File: src/hw/roc_defs.svh
`ifndef ROC_DEFS_SVH
`define ROC_DEFS_SVH

// register byte offsets
`define ROC_OFF_SWITCHES   8'h00
`define ROC_OFF_CHECKSUM   8'h04
`define ROC_OFF_BF_DELAY   8'h08
`define ROC_OFF_STATUS     8'h0C
`define ROC_OFF_IRQ_STAT   8'h10
`define ROC_OFF_IRQ_CLR    8'h14
`define ROC_OFF_IRQ_EN     8'h18
`define ROC_OFF_CONTROL    8'h1C

// output function switch positions (switch n sits at bit n-1)
`define ROC_SW_LATCH_PO1   0
`define ROC_SW_LATCH_PO2   1
`define ROC_SW_LATCH_PO3   2
`define ROC_SW_SIG_PULSE   3
`define ROC_SW_POW_PULSE   4
`define ROC_SW_BF_ENABLE   5
`define ROC_SW_LOCKOUT     6
`define ROC_SW_EXT_WARN    7

// reset values
`define ROC_RST_SWITCHES   8'h00
`define ROC_RST_CHECKSUM   8'h00
`define ROC_RST_IRQ_EN     3'h0

// interrupt status bits
`define ROC_IRQ_CFG_ERR    0
`define ROC_IRQ_BF_FIRED   1
`define ROC_IRQ_PO_RISE    2

// timing
`define ROC_CLK_HZ         100000000
`define ROC_MS_PER_S       1000
`define ROC_PULSE_LONG_MS  80
`define ROC_PULSE_SHORT_MS 40
`define ROC_BF_STEP_MS     10
`define ROC_BF_DEFAULT_MS  100
`define ROC_BF_MIN_MS      100
`define ROC_BF_MAX_MS      60000

`endif

File: src/hw/roc_pkg.sv
package roc_pkg;
    typedef enum logic [2:0] {
        BF_IDLE   = 3'b001,
        BF_TIMING = 3'b010,
        BF_FIRED  = 3'b100
    } roc_bf_state_t;
    typedef logic [7:0] roc_switches_t;
endpackage

File: src/hw/roc_sync2.sv
`timescale 1ns/1ps
module roc_sync2 #(
    parameter int W = 1
) (
    // clock and reset
    input wire logic sys_clk,
    input wire logic rstn,
    input wire logic ce,
    // data
    input wire logic [W-1:0] din,
    output logic [W-1:0] dout
);
    logic [W-1:0] meta_reg;
    logic [W-1:0] sync_reg;

    always_ff @(posedge sys_clk) begin
        if (!rstn) begin
            meta_reg <= '0;
            sync_reg <= '0;
        end else if (ce) begin
            meta_reg <= din;
            sync_reg <= meta_reg;
        end
    end

    assign dout = sync_reg;
endmodule

File: src/hw/roc_out_stretch.sv
`timescale 1ns/1ps
module roc_out_stretch (
    // clock and reset
    input wire logic sys_clk,
    input wire logic rstn,
    input wire logic ce,
    input wire logic msTick,
    // control
    input wire logic req,
    input wire logic latchEn,
    input wire logic unlatch,
    input wire logic [6:0] lenMs,
    // contact drive
    output logic out
);
    logic reqPrev_reg;
    logic latched_reg;
    logic latched_next;
    logic [6:0] cnt_reg;
    logic [6:0] cnt_next;

    // set wins over unlatch while the cause persists
    always_comb begin
        latched_next = latchEn && (req || (latched_reg && !unlatch));
        cnt_next = cnt_reg;
        if (req && !reqPrev_reg) begin
            // one extra ms covers the phase of the first tick
            cnt_next = 7'(lenMs + 7'h01);
        end else if (msTick && cnt_reg != 7'h00) begin
            cnt_next = 7'(cnt_reg - 7'h01);
        end
    end

    always_ff @(posedge sys_clk) begin
        if (!rstn) begin
            reqPrev_reg <= 1'b0;
            latched_reg <= 1'b0;
            cnt_reg <= 7'h00;
            out <= 1'b0;
        end else if (ce) begin
            reqPrev_reg <= req;
            latched_reg <= latched_next;
            cnt_reg <= cnt_next;
            out <= req || latched_next || cnt_next != 7'h00;
        end
    end

    a_latch_hold: assert property (@(posedge sys_clk) disable iff (!rstn)
        ce && latchEn && latched_reg && !unlatch |=> out)
        else $error("latched contact dropped");
    a_plain_release: assert property (@(posedge sys_clk) disable iff (!rstn)
        ce && !latchEn && !req && cnt_reg <= 7'h01 && msTick |=> !out)
        else $error("unlatched contact did not release");
    a_unlatch_clear: assert property (@(posedge sys_clk) disable iff (!rstn)
        ce && unlatch && !req |=> !latched_reg)
        else $error("unlatch request ignored");
    a_pulse_load: assert property (@(posedge sys_clk) disable iff (!rstn)
        ce && req && !reqPrev_reg |=> cnt_reg == $past(lenMs) + 7'h01 && out)
        else $error("minimum pulse not started");
    a_pulse_hold: assert property (@(posedge sys_clk) disable iff (!rstn)
        ce && cnt_reg > 7'h01 |=> out)
        else $error("contact dropped before minimum pulse");
endmodule

File: src/hw/roc_relay_top.sv
// Chosen here: the APB register port and the placing of the registers.
`timescale 1ns/1ps
`include "roc_defs.svh"
// Function
// - checksum is sum of 2^(n-1) over switches set to one
// - switches only count as set when computed checksum equals stored one
// - unlatched power output follows its cause; latched one stays on
// - panel, digital input or bus unlatch clears a latched contact
// - signal outputs hold each activation 80 ms, or 40 ms when selected
// - power outputs hold 80 or 40 ms; latching overrides the minimum
// - backup on: lasting trip on output one drives output two after delay
// - lockout switch dedicates third power output to the lockout function
// - warn switch sends supervision or light warning to signal output two
// - backup delay programmable 0.10 to 60.0 s, default 0.10 s
module roc_relay_top
    import roc_pkg::*;
#(
    parameter int TICK_CYCLES = `ROC_CLK_HZ / `ROC_MS_PER_S
) (
    // clock, reset, enable
    input wire logic sys_clk,
    input wire logic rstn,
    input wire logic ce,
    // apb slave
    input wire logic psel,
    input wire logic penable,
    input wire logic pwrite,
    input wire logic [7:0] paddr,
    input wire logic [31:0] pwdata,
    output logic [31:0] prdata,
    output logic pready,
    output logic pslverr,
    // requests from protection and pins
    input wire logic [2:0] tripIn,
    input wire logic lockoutIn,
    input wire logic [4:0] sigIn,
    input wire logic tcsWarnIn,
    input wire logic lightWarnIn,
    input wire logic unlatchPanelIn,
    input wire logic unlatchDinIn,
    // contacts and flags
    output logic [2:0] powerOut,
    output logic [4:0] signalOut,
    output logic configErr,
    output logic irq
);
    localparam logic [6:0] LEN_LONG = 7'(`ROC_PULSE_LONG_MS);
    localparam logic [6:0] LEN_SHORT = 7'(`ROC_PULSE_SHORT_MS);
    localparam logic [12:0] BF_DEF = 13'(`ROC_BF_DEFAULT_MS / `ROC_BF_STEP_MS);
    localparam logic [12:0] BF_MIN = 13'(`ROC_BF_MIN_MS / `ROC_BF_STEP_MS);
    localparam logic [12:0] BF_MAX = 13'(`ROC_BF_MAX_MS / `ROC_BF_STEP_MS);
    localparam logic [16:0] TICK_LAST = 17'(TICK_CYCLES - 1);

    // synchronised pins
    logic [2:0] tripS;
    logic lockS;
    logic [4:0] sigS;
    logic [3:0] miscS;
    logic tcsS;
    logic lightS;
    logic unlatchPanelS;
    logic unlatchDinS;

    roc_sync2 #(.W(3)) u_sync_trip (
        .sys_clk(sys_clk), .rstn(rstn), .ce(ce),
        .din(tripIn), .dout(tripS)
    );
    roc_sync2 #(.W(5)) u_sync_sig (
        .sys_clk(sys_clk), .rstn(rstn), .ce(ce),
        .din(sigIn), .dout(sigS)
    );
    roc_sync2 #(.W(5)) u_sync_misc (
        .sys_clk(sys_clk), .rstn(rstn), .ce(ce),
        .din({lockoutIn, tcsWarnIn, lightWarnIn, unlatchPanelIn,
              unlatchDinIn}),
        .dout({lockS, miscS})
    );
    assign tcsS = miscS[3];
    assign lightS = miscS[2];
    assign unlatchPanelS = miscS[1];
    assign unlatchDinS = miscS[0];

    // registers
    roc_switches_t switches_reg;
    roc_switches_t checksum_reg;
    roc_switches_t activeCfg_reg;
    logic [12:0] bfDelay_reg;
    logic [2:0] irqStat_reg;
    logic [2:0] irqStat_next;
    logic [2:0] irqEn_reg;
    logic busUnlatch_reg;
    logic [31:0] rdata_next;
    logic addrHit;
    logic wrEn;
    logic rdSetup;
    logic [12:0] wrDelay;

    // checksum of the switch positions
    function automatic logic [7:0] calc_checksum(input roc_switches_t sw);
        logic [7:0] sum;
        sum = 8'h00;
        for (int i = 0; i < 8; i++) begin
            if (sw[i]) begin
                sum = 8'(sum + (8'h01 << i));
            end
        end
        return sum;
    endfunction

    logic [7:0] csumCalc;
    logic csumOk;
    assign csumCalc = calc_checksum(switches_reg);
    assign csumOk = csumCalc == checksum_reg;

    // apb decode; zero wait states while enabled
    always_comb begin
        case (paddr)
            `ROC_OFF_SWITCHES, `ROC_OFF_CHECKSUM, `ROC_OFF_BF_DELAY,
            `ROC_OFF_STATUS, `ROC_OFF_IRQ_STAT, `ROC_OFF_IRQ_CLR,
            `ROC_OFF_IRQ_EN, `ROC_OFF_CONTROL: addrHit = 1'b1;
            default: addrHit = 1'b0;
        endcase
    end
    assign pready = ce;
    assign pslverr = psel && penable && !addrHit;
    assign wrEn = psel && penable && ce && pwrite && addrHit;
    assign rdSetup = psel && !penable && !pwrite;

    // out-of-range delays are clamped rather than refused
    always_comb begin
        wrDelay = pwdata[12:0];
        if (pwdata[31:13] != 19'h0 || pwdata[12:0] > BF_MAX) begin
            wrDelay = BF_MAX;
        end else if (pwdata[12:0] < BF_MIN) begin
            wrDelay = BF_MIN;
        end
    end

    always_ff @(posedge sys_clk) begin
        if (!rstn) begin
            switches_reg <= `ROC_RST_SWITCHES;
            checksum_reg <= `ROC_RST_CHECKSUM;
            bfDelay_reg <= BF_DEF;
            irqEn_reg <= `ROC_RST_IRQ_EN;
        end else if (wrEn) begin
            case (paddr)
                `ROC_OFF_SWITCHES: switches_reg <= pwdata[7:0];
                `ROC_OFF_CHECKSUM: checksum_reg <= pwdata[7:0];
                `ROC_OFF_BF_DELAY: bfDelay_reg <= wrDelay;
                `ROC_OFF_IRQ_EN: irqEn_reg <= pwdata[2:0];
                default: begin
                end
            endcase
        end
    end

    always_ff @(posedge sys_clk) begin
        if (!rstn) begin
            busUnlatch_reg <= 1'b0;
        end else if (ce) begin
            busUnlatch_reg <= wrEn && paddr == `ROC_OFF_CONTROL && pwdata[0];
        end
    end

    // a half-written configuration keeps the last verified one in force
    always_ff @(posedge sys_clk) begin
        if (!rstn) begin
            activeCfg_reg <= `ROC_RST_SWITCHES;
            configErr <= 1'b0;
        end else if (ce) begin
            if (csumOk) begin
                activeCfg_reg <= switches_reg;
            end
            configErr <= !csumOk;
        end
    end

    // millisecond tick
    logic [16:0] tickCnt_reg;
    logic msTick;
    assign msTick = tickCnt_reg == TICK_LAST;
    always_ff @(posedge sys_clk) begin
        if (!rstn) begin
            tickCnt_reg <= 17'h00000;
        end else if (ce) begin
            tickCnt_reg <= msTick ? 17'h00000 : 17'(tickCnt_reg + 17'h00001);
        end
    end

    // breaker-failure backup timer
    roc_bf_state_t bfState_reg;
    logic [15:0] bfMs_reg;
    logic [15:0] bfTarget;
    logic bfFire;
    assign bfTarget = 16'({3'h0, bfDelay_reg} * 16'(`ROC_BF_STEP_MS));
    assign bfFire = msTick && 16'(bfMs_reg + 16'h0001) >= bfTarget;

    always_ff @(posedge sys_clk) begin
        if (!rstn) begin
            bfState_reg <= BF_IDLE;
            bfMs_reg <= 16'h0000;
        end else if (ce) begin
            case (bfState_reg)
                BF_IDLE: begin
                    bfMs_reg <= 16'h0000;
                    if (activeCfg_reg[`ROC_SW_BF_ENABLE] && tripS[0]) begin
                        bfState_reg <= BF_TIMING;
                    end
                end
                BF_TIMING: begin
                    if (!activeCfg_reg[`ROC_SW_BF_ENABLE] || !tripS[0]) begin
                        bfState_reg <= BF_IDLE;
                    end else if (bfFire) begin
                        bfState_reg <= BF_FIRED;
                    end else if (msTick) begin
                        bfMs_reg <= 16'(bfMs_reg + 16'h0001);
                    end
                end
                BF_FIRED: begin
                    if (!activeCfg_reg[`ROC_SW_BF_ENABLE] || !tripS[0]) begin
                        bfState_reg <= BF_IDLE;
                    end
                end
                default: bfState_reg <= BF_IDLE;
            endcase
        end
    end

    // output requests
    logic [2:0] powReq;
    logic [4:0] sigReq;
    logic [2:0] powLatch;
    logic unlatchAny;
    logic [6:0] powLen;
    logic [6:0] sigLen;
    logic extWarn;

    assign extWarn = activeCfg_reg[`ROC_SW_EXT_WARN] && (tcsS || lightS);
    assign unlatchAny = unlatchPanelS || unlatchDinS || busUnlatch_reg;
    assign powLatch = activeCfg_reg[`ROC_SW_LATCH_PO3:`ROC_SW_LATCH_PO1];
    assign powLen = activeCfg_reg[`ROC_SW_POW_PULSE] ? LEN_SHORT : LEN_LONG;
    assign sigLen = activeCfg_reg[`ROC_SW_SIG_PULSE] ? LEN_SHORT : LEN_LONG;
    assign powReq[0] = tripS[0];
    assign powReq[1] = tripS[1] || bfState_reg == BF_FIRED;
    // lockout mode gives the third contact to the lockout signal alone
    assign powReq[2] = activeCfg_reg[`ROC_SW_LOCKOUT] ? lockS : tripS[2];
    assign sigReq = {sigS[4:2], sigS[1] || extWarn, sigS[0]};

    for (genvar g = 0; g < 3; g++) begin : g_pow
        roc_out_stretch u_pow (
            .sys_clk(sys_clk), .rstn(rstn), .ce(ce), .msTick(msTick),
            .req(powReq[g]), .latchEn(powLatch[g]), .unlatch(unlatchAny),
            .lenMs(powLen), .out(powerOut[g])
        );
    end
    for (genvar g = 0; g < 5; g++) begin : g_sig
        roc_out_stretch u_sig (
            .sys_clk(sys_clk), .rstn(rstn), .ce(ce), .msTick(msTick),
            .req(sigReq[g]), .latchEn(1'b0), .unlatch(1'b0),
            .lenMs(sigLen), .out(signalOut[g])
        );
    end

    // interrupts; a new event wins over a clear in the same cycle
    logic [2:0] powPrev_reg;
    logic [2:0] irqEvt;
    assign irqEvt[`ROC_IRQ_CFG_ERR] = !csumOk && !configErr;
    assign irqEvt[`ROC_IRQ_BF_FIRED] = bfState_reg == BF_TIMING && bfFire &&
        activeCfg_reg[`ROC_SW_BF_ENABLE] && tripS[0];
    assign irqEvt[`ROC_IRQ_PO_RISE] = |(powerOut & ~powPrev_reg);
    always_comb begin
        irqStat_next = irqStat_reg;
        if (wrEn && paddr == `ROC_OFF_IRQ_CLR) begin
            irqStat_next = irqStat_reg & ~pwdata[2:0];
        end
        irqStat_next = irqStat_next | irqEvt;
    end
    always_ff @(posedge sys_clk) begin
        if (!rstn) begin
            irqStat_reg <= 3'h0;
            powPrev_reg <= 3'h0;
        end else if (ce) begin
            irqStat_reg <= irqStat_next;
            powPrev_reg <= powerOut;
        end
    end
    assign irq = |(irqStat_reg & irqEn_reg);

    // read data, latched in the setup cycle
    always_comb begin
        case (paddr)
            `ROC_OFF_SWITCHES: rdata_next = {24'h0, switches_reg};
            `ROC_OFF_CHECKSUM: rdata_next = {24'h0, checksum_reg};
            `ROC_OFF_BF_DELAY: rdata_next = {19'h0, bfDelay_reg};
            `ROC_OFF_STATUS: rdata_next = {14'h0, bfState_reg == BF_FIRED,
                signalOut, powerOut, configErr, csumCalc};
            `ROC_OFF_IRQ_STAT: rdata_next = {29'h0, irqStat_reg};
            `ROC_OFF_IRQ_EN: rdata_next = {29'h0, irqEn_reg};
            default: rdata_next = 32'h00000000;
        endcase
    end
    always_ff @(posedge sys_clk) begin
        if (!rstn) begin
            prdata <= 32'h00000000;
        end else if (ce && rdSetup) begin
            prdata <= rdata_next;
        end
    end

    a_cksum_weight: assert property (@(posedge sys_clk) disable iff (!rstn)
        csumCalc == switches_reg)
        else $error("checksum weighting wrong");
    a_cfg_apply: assert property (@(posedge sys_clk) disable iff (!rstn)
        ce && !csumOk |=> activeCfg_reg == $past(activeCfg_reg))
        else $error("unverified switches applied");
    a_cfg_take: assert property (@(posedge sys_clk) disable iff (!rstn)
        ce && csumOk ##1 ce |-> activeCfg_reg == $past(switches_reg))
        else $error("verified switches not applied");
    a_cfg_error: assert property (@(posedge sys_clk) disable iff (!rstn)
        ce && csumCalc != checksum_reg |=> configErr)
        else $error("configuration error not flagged");
    a_cfg_onset: assert property (@(posedge sys_clk) disable iff (!rstn)
        $rose(configErr) |-> irqStat_reg[`ROC_IRQ_CFG_ERR])
        else $error("mismatch onset not recorded");
    a_bf_off: assert property (@(posedge sys_clk) disable iff (!rstn)
        ce && !activeCfg_reg[`ROC_SW_BF_ENABLE] |=> bfState_reg == BF_IDLE)
        else $error("backup active while disabled");
    a_bf_delay: assert property (@(posedge sys_clk) disable iff (!rstn)
        $rose(bfState_reg == BF_FIRED) |->
            $past(bfMs_reg) + 16'h0001 >= $past(bfTarget))
        else $error("backup fired early");
    a_lockout_only: assert property (@(posedge sys_clk) disable iff (!rstn)
        ce && activeCfg_reg[`ROC_SW_LOCKOUT] && !lockS && !powerOut[2]
            |=> !powerOut[2])
        else $error("trip reached third output in lockout mode");
    a_ext_warn: assert property (@(posedge sys_clk) disable iff (!rstn)
        ce && activeCfg_reg[`ROC_SW_EXT_WARN] && (tcsS || lightS)
            |=> signalOut[1])
        else $error("external warning not routed");
endmodule

File: config.mk
export PLATFORM = sky130hd
export DESIGN_NAME = roc_relay_top
export DESIGN_NICKNAME = d
export VERILOG_FILES = /design/src/hw/roc_pkg.sv /design/src/hw/roc_sync2.sv /design/src/hw/roc_out_stretch.sv /design/src/hw/roc_relay_top.sv
export VERILOG_INCLUDE_DIRS = /design/src /design/src/hw
export SDC_FILE = /design/constraint.sdc
export NUM_CORES = 1
export LEC_CHECK = 0
export BUFFER_PORTS_ARGS = -buffer_cell sky130_fd_sc_hd__buf_2
export CORE_UTILIZATION = 50
export CTS_BUF_LIST = sky130_fd_sc_hd__clkbuf_2
export DETAILED_ROUTE_END_ITERATION = 6
export HOLD_SLACK_MARGIN = 0.15
export PLACE_DENSITY = 0.79
export SLEW_MARGIN = 20
export SYNTH_ARGS = -nofsm -noshare
export SYNTH_HDL_FRONTEND = slang
export SYNTH_HIERARCHICAL = 1
export SYNTH_SLANG_ARGS = --single-unit
export TNS_END_PERCENT = 10
File: constraint.sdc
create_clock -name sys_clk -period 5.8 [get_ports sys_clk]
set_clock_uncertainty 0.05 [all_clocks]
set_input_delay 0.58 -clock sys_clk [delete_from_list [all_inputs] [get_ports sys_clk]]
set_output_delay 0.58 -clock sys_clk [all_outputs]
set_load 0.005 [all_outputs]
==> flow_metrics.py <==
metrics = {
    "floorplan": {
        "io_pins": 103,
        "core_um2": 25400,
        "die_area_um2": 26800,
        "die_w_um": 164,
        "die_h_um": 164,
        "rows": 58,
        "start_util": 0.515,
    },
    "run": {
        "cap_violations": 0,
    },
    "synth": {
        "synth_cell_types": 80,
        "synth_top_area_cell": "dfxtp_1",
        "seq_area_frac_synth": 0.318,
        "synthArstFlopShare": 0,
        "yosysWarnings": 6,
        "synth_top_cell_area_share": 0.318,
        "syn-cell-area_um2": 13100,
        "synth-seq-cells": 208,
        "postSynthAreaPerCell_um2": 8.69,
        "synthTopCellsByArea": "dfxtp_1 32%, mux2i_1 6.8%, ha_1 6.0%, nor2b_1 4.1%, xnor2_1 3.2%",
        "synth_edf_count": 0,
        "syn_inst": 1505,
        "synth-main-ff-cell": "dfxtp_1",
    },
    "cells_and_area": {
        "largest_reg_flops": 35,
        "areaGrowthSynthToFinish_pct": 14.5,
        "layout_commonest_cell": "dfxtp_1",
        "fin_util": 0.590,
        "layout_common_cells": "208 x dfxtp_1, 130 x conb_1, 107 x nand2_1",
        "num-fill-cells": 2257,
        "nets": 1878,
        "final_area_um2": 15000,
        "drive_above_1_share": 0.152,
    },
    "setup_path": {
        "criticalPathCategory": "flop to flop",
        "r2r_setup_slack_ns": 1.36,
        "crit_arrival_ns": 5.17,
        "end_kind": "flop",
        "cp_slowest_cell": "a221oi_1",
        "cp.required_ns": 6.53,
        "cp-start-kind": "flop",
        "r2r_end": "bfMs_reg[2]",
        "path_common_cell": "ha_1",
        "path_cells": "ha_1 > ha_1 > fa_1 > a21o_1 > a21oi_1 > o211ai_1 > a31o_1 > a21oi_1 > xor2_1 > ha_1 > nand4_1 > inv_1 > a221oi_1 > nand4_1 > or3b_1 > a21boi_1",
        "critical-path-top-delay-family": "compound AO/OA/AOI/OAI gates",
        "r2r_cells": 16,
        "crit_path_max_incr_delay_ns": 0.53,
        "r2r_start": "bfDelay_reg[3]",
        "path_max_fanout": 4,
        "crit_buf_inv": 1,
    },
    "grt": {
        "grt_pass1_wl_mm": 53.5,
        "first_global_vias": 11400,
        "overflow": 0,
        "grt_max_degree": 91,
        "antenna_found_initial": 1,
        "track_usage": 0.241,
    },
    "routing": {
        "drc": 0,
        "num_vias": 12100,
        "ant_nets": 0,
        "drtIter0Drc": 898,
        "viasPerCell": 5.69,
        "routed_wl_mm": 32.3,
        "firstDrtPassIters": 7,
        "wl_per_cell_um": 15.2,
    },
    "cts": {
        "numCtsBuffers": 56,
        "path_clk_slew_ns": 0.11,
        "clk_latency_ns": 0.84,
        "cts_resized": 0,
        "post_cts_buffers": 0,
        "clockRootBuffer": "clkbuf_2",
        "htree_levels": 2,
        "cts_max_path_buffers": 3,
        "tritoncts": "yes",
        "cts_sinks": 208,
    },
    "hold_path": {
        "hold-path-cell-count": 6,
        "hp-class": "input port to flop",
        "min_from": "pwdata[31]",
        "hold_end": "bfDelay_reg[7]",
    },
    "placed_design": {
        "numPortBuffers": 88,
        "place_area_um2": 14200,
        "gp_congestion": 0.913,
        "place_hpwl_mm": 22.5,
    },
    "sta": {
        "finalCriticalPeriod_ns": 4.44,
        "setup-violations-final": 0,
        "rsz0062_at_grt": "no",
        "timing.hold.ws_ns": 0.221,
        "final-max-slew-violation-count": 0,
        "fin_crit_sh": 0.765,
        "tns_ns": 0,
        "worst_pin_slew_ns": 0.942,
        "slew_headroom": 0.368,
        "finalHoldViolCount": 0,
        "max_freq_mhz": 225,
    },
    "pwr": {
        "peakVddDrop_uv": 159,
        "p_leak_uw": 0.00613,
        "p_per_area_nw_per_um2": 196,
    },
    "run_status": {
        "outcome": "complete, no violations",
    },
}
[per-layer routing]
metal  wire length [µm]  track usage  part of all wire  vias up
met1              14400        0.303              0.45     5648
met2              15100        0.403              0.47      390
met4                926        0.102             0.029        0
li1                   -            -                 -     5977
met5                  0            0                 0        -
met3               1920       0.0465             0.059       84
[power by group]
| group | switching (µW) | internal (µW) | total, µW |
|---|---|---|---|
| clock | 626 | 447 | 1070 |
| sequential | 35.8 | 1460 | 1500 |
| combinational | 205 | 161 | 366 |
| total | 867 | 2070 | 2940 |
[synth_stat cells, types with 8 or more instances]
library cell,instances
dfxtp_1,208
nand2_1,107
nor2_1,101
mux2i_1,89
nor2b_1,85
o21ai_0,66
inv_1,64
ha_1,63
nand3_1,57
a21oi_1,48
xnor2_1,48
a22oi_1,32
and2_1,29
clkbuf_1,29
xor2_1,29
o21ai_1,28
or3_1,26
nor3_1,25
a31oi_1,24
nand2b_1,23
nor4_1,22
nand4_1,21
a32oi_1,20
a31o_2,16
buf_4,16
o221a_1,15
a222oi_1,14
a21o_1,10
a41oi_1,9
nor4b_4,9
o211ai_1,9
or2_2,9
a211o_2,8
a21oi_2,8
a31oi_2,8
buf_1,8
nor4_2,8
o311a_1,8
o311ai_0,8
o41ai_1,8
or2_4,8
or4_4,8
[metrics by stage]
step | instances | worst slack (ns) | power (µW)
6_report | 2127 | 1.36 | 2940
3_3_place_gp | 1999 | 1.55 | 1860
3_5_place_dp | 1999 | 1.41 | 1870
2_1_floorplan | 1634 | 1.76 | 1780
4_1_cts | 2124 | 1.37 | 2970
5_1_grt | 2125 | 1.09 | 3090
[layout make-up]
class / instances / area, µm² / area share
clock inverters: 21 / 140 / 0.00935
diodes: 3 / 7.51 / 0.000501
multi-input cells: 1299 / 8830 / 0.590
clock buffers: 76 / 380 / 0.0254
well taps: 330 / 413 / 0.0276
repair buffers: 125 / 797 / 0.0532
flip-flops and latches: 208 / 4160 / 0.278
inverters: 65 / 244 / 0.0163
[worst max-delay path by stage]
stage / cells past startpoint / start / endpoint
after floorplan: 17 / bfDelay_reg[3] / bfMs_reg[10]
after global placement: 16 / bfDelay_reg[3] / bfMs_reg[2]
after detailed placement: 16 / bfDelay_reg[3] / bfMs_reg[2]
after CTS: 16 / bfDelay_reg[3] / bfMs_reg[2]
after global routing: 16 / bfDelay_reg[3] / bfMs_reg[2]
final: 16 / bfDelay_reg[3] / bfMs_reg[2]
[logic make-up after synthesis]
kind of cell             share of synthesized area
AND/OR/NAND/NOR                              0.250
AO/OA/AOI/OAI                                0.204
flip-flops                                   0.318
buffers and inverters                       0.0438
multiplexers                                0.0707
XOR/XNOR                                    0.0516
adder cells (fa/ha/maj)                     0.0618
other                                     0.000287
[worst register-to-register path: cells and delay by family (launching register included)]
family,cells,cell delay [ns]
AO/OA/AOI/OAI,7,1.71
adder cells (fa/ha/maj),4,1.15
AND/OR/NAND/NOR,3,0.80
flip-flops,1,0.41
XOR/XNOR,1,0.18
buffers and inverters,1,0.06
[what timing repair did]
item,in CTS,in global routing
endpoints found under the hold margin,49,0
hold buffers,28,0
endpoints found under the setup margin,0,0
(Power assumes the default switching activity.)
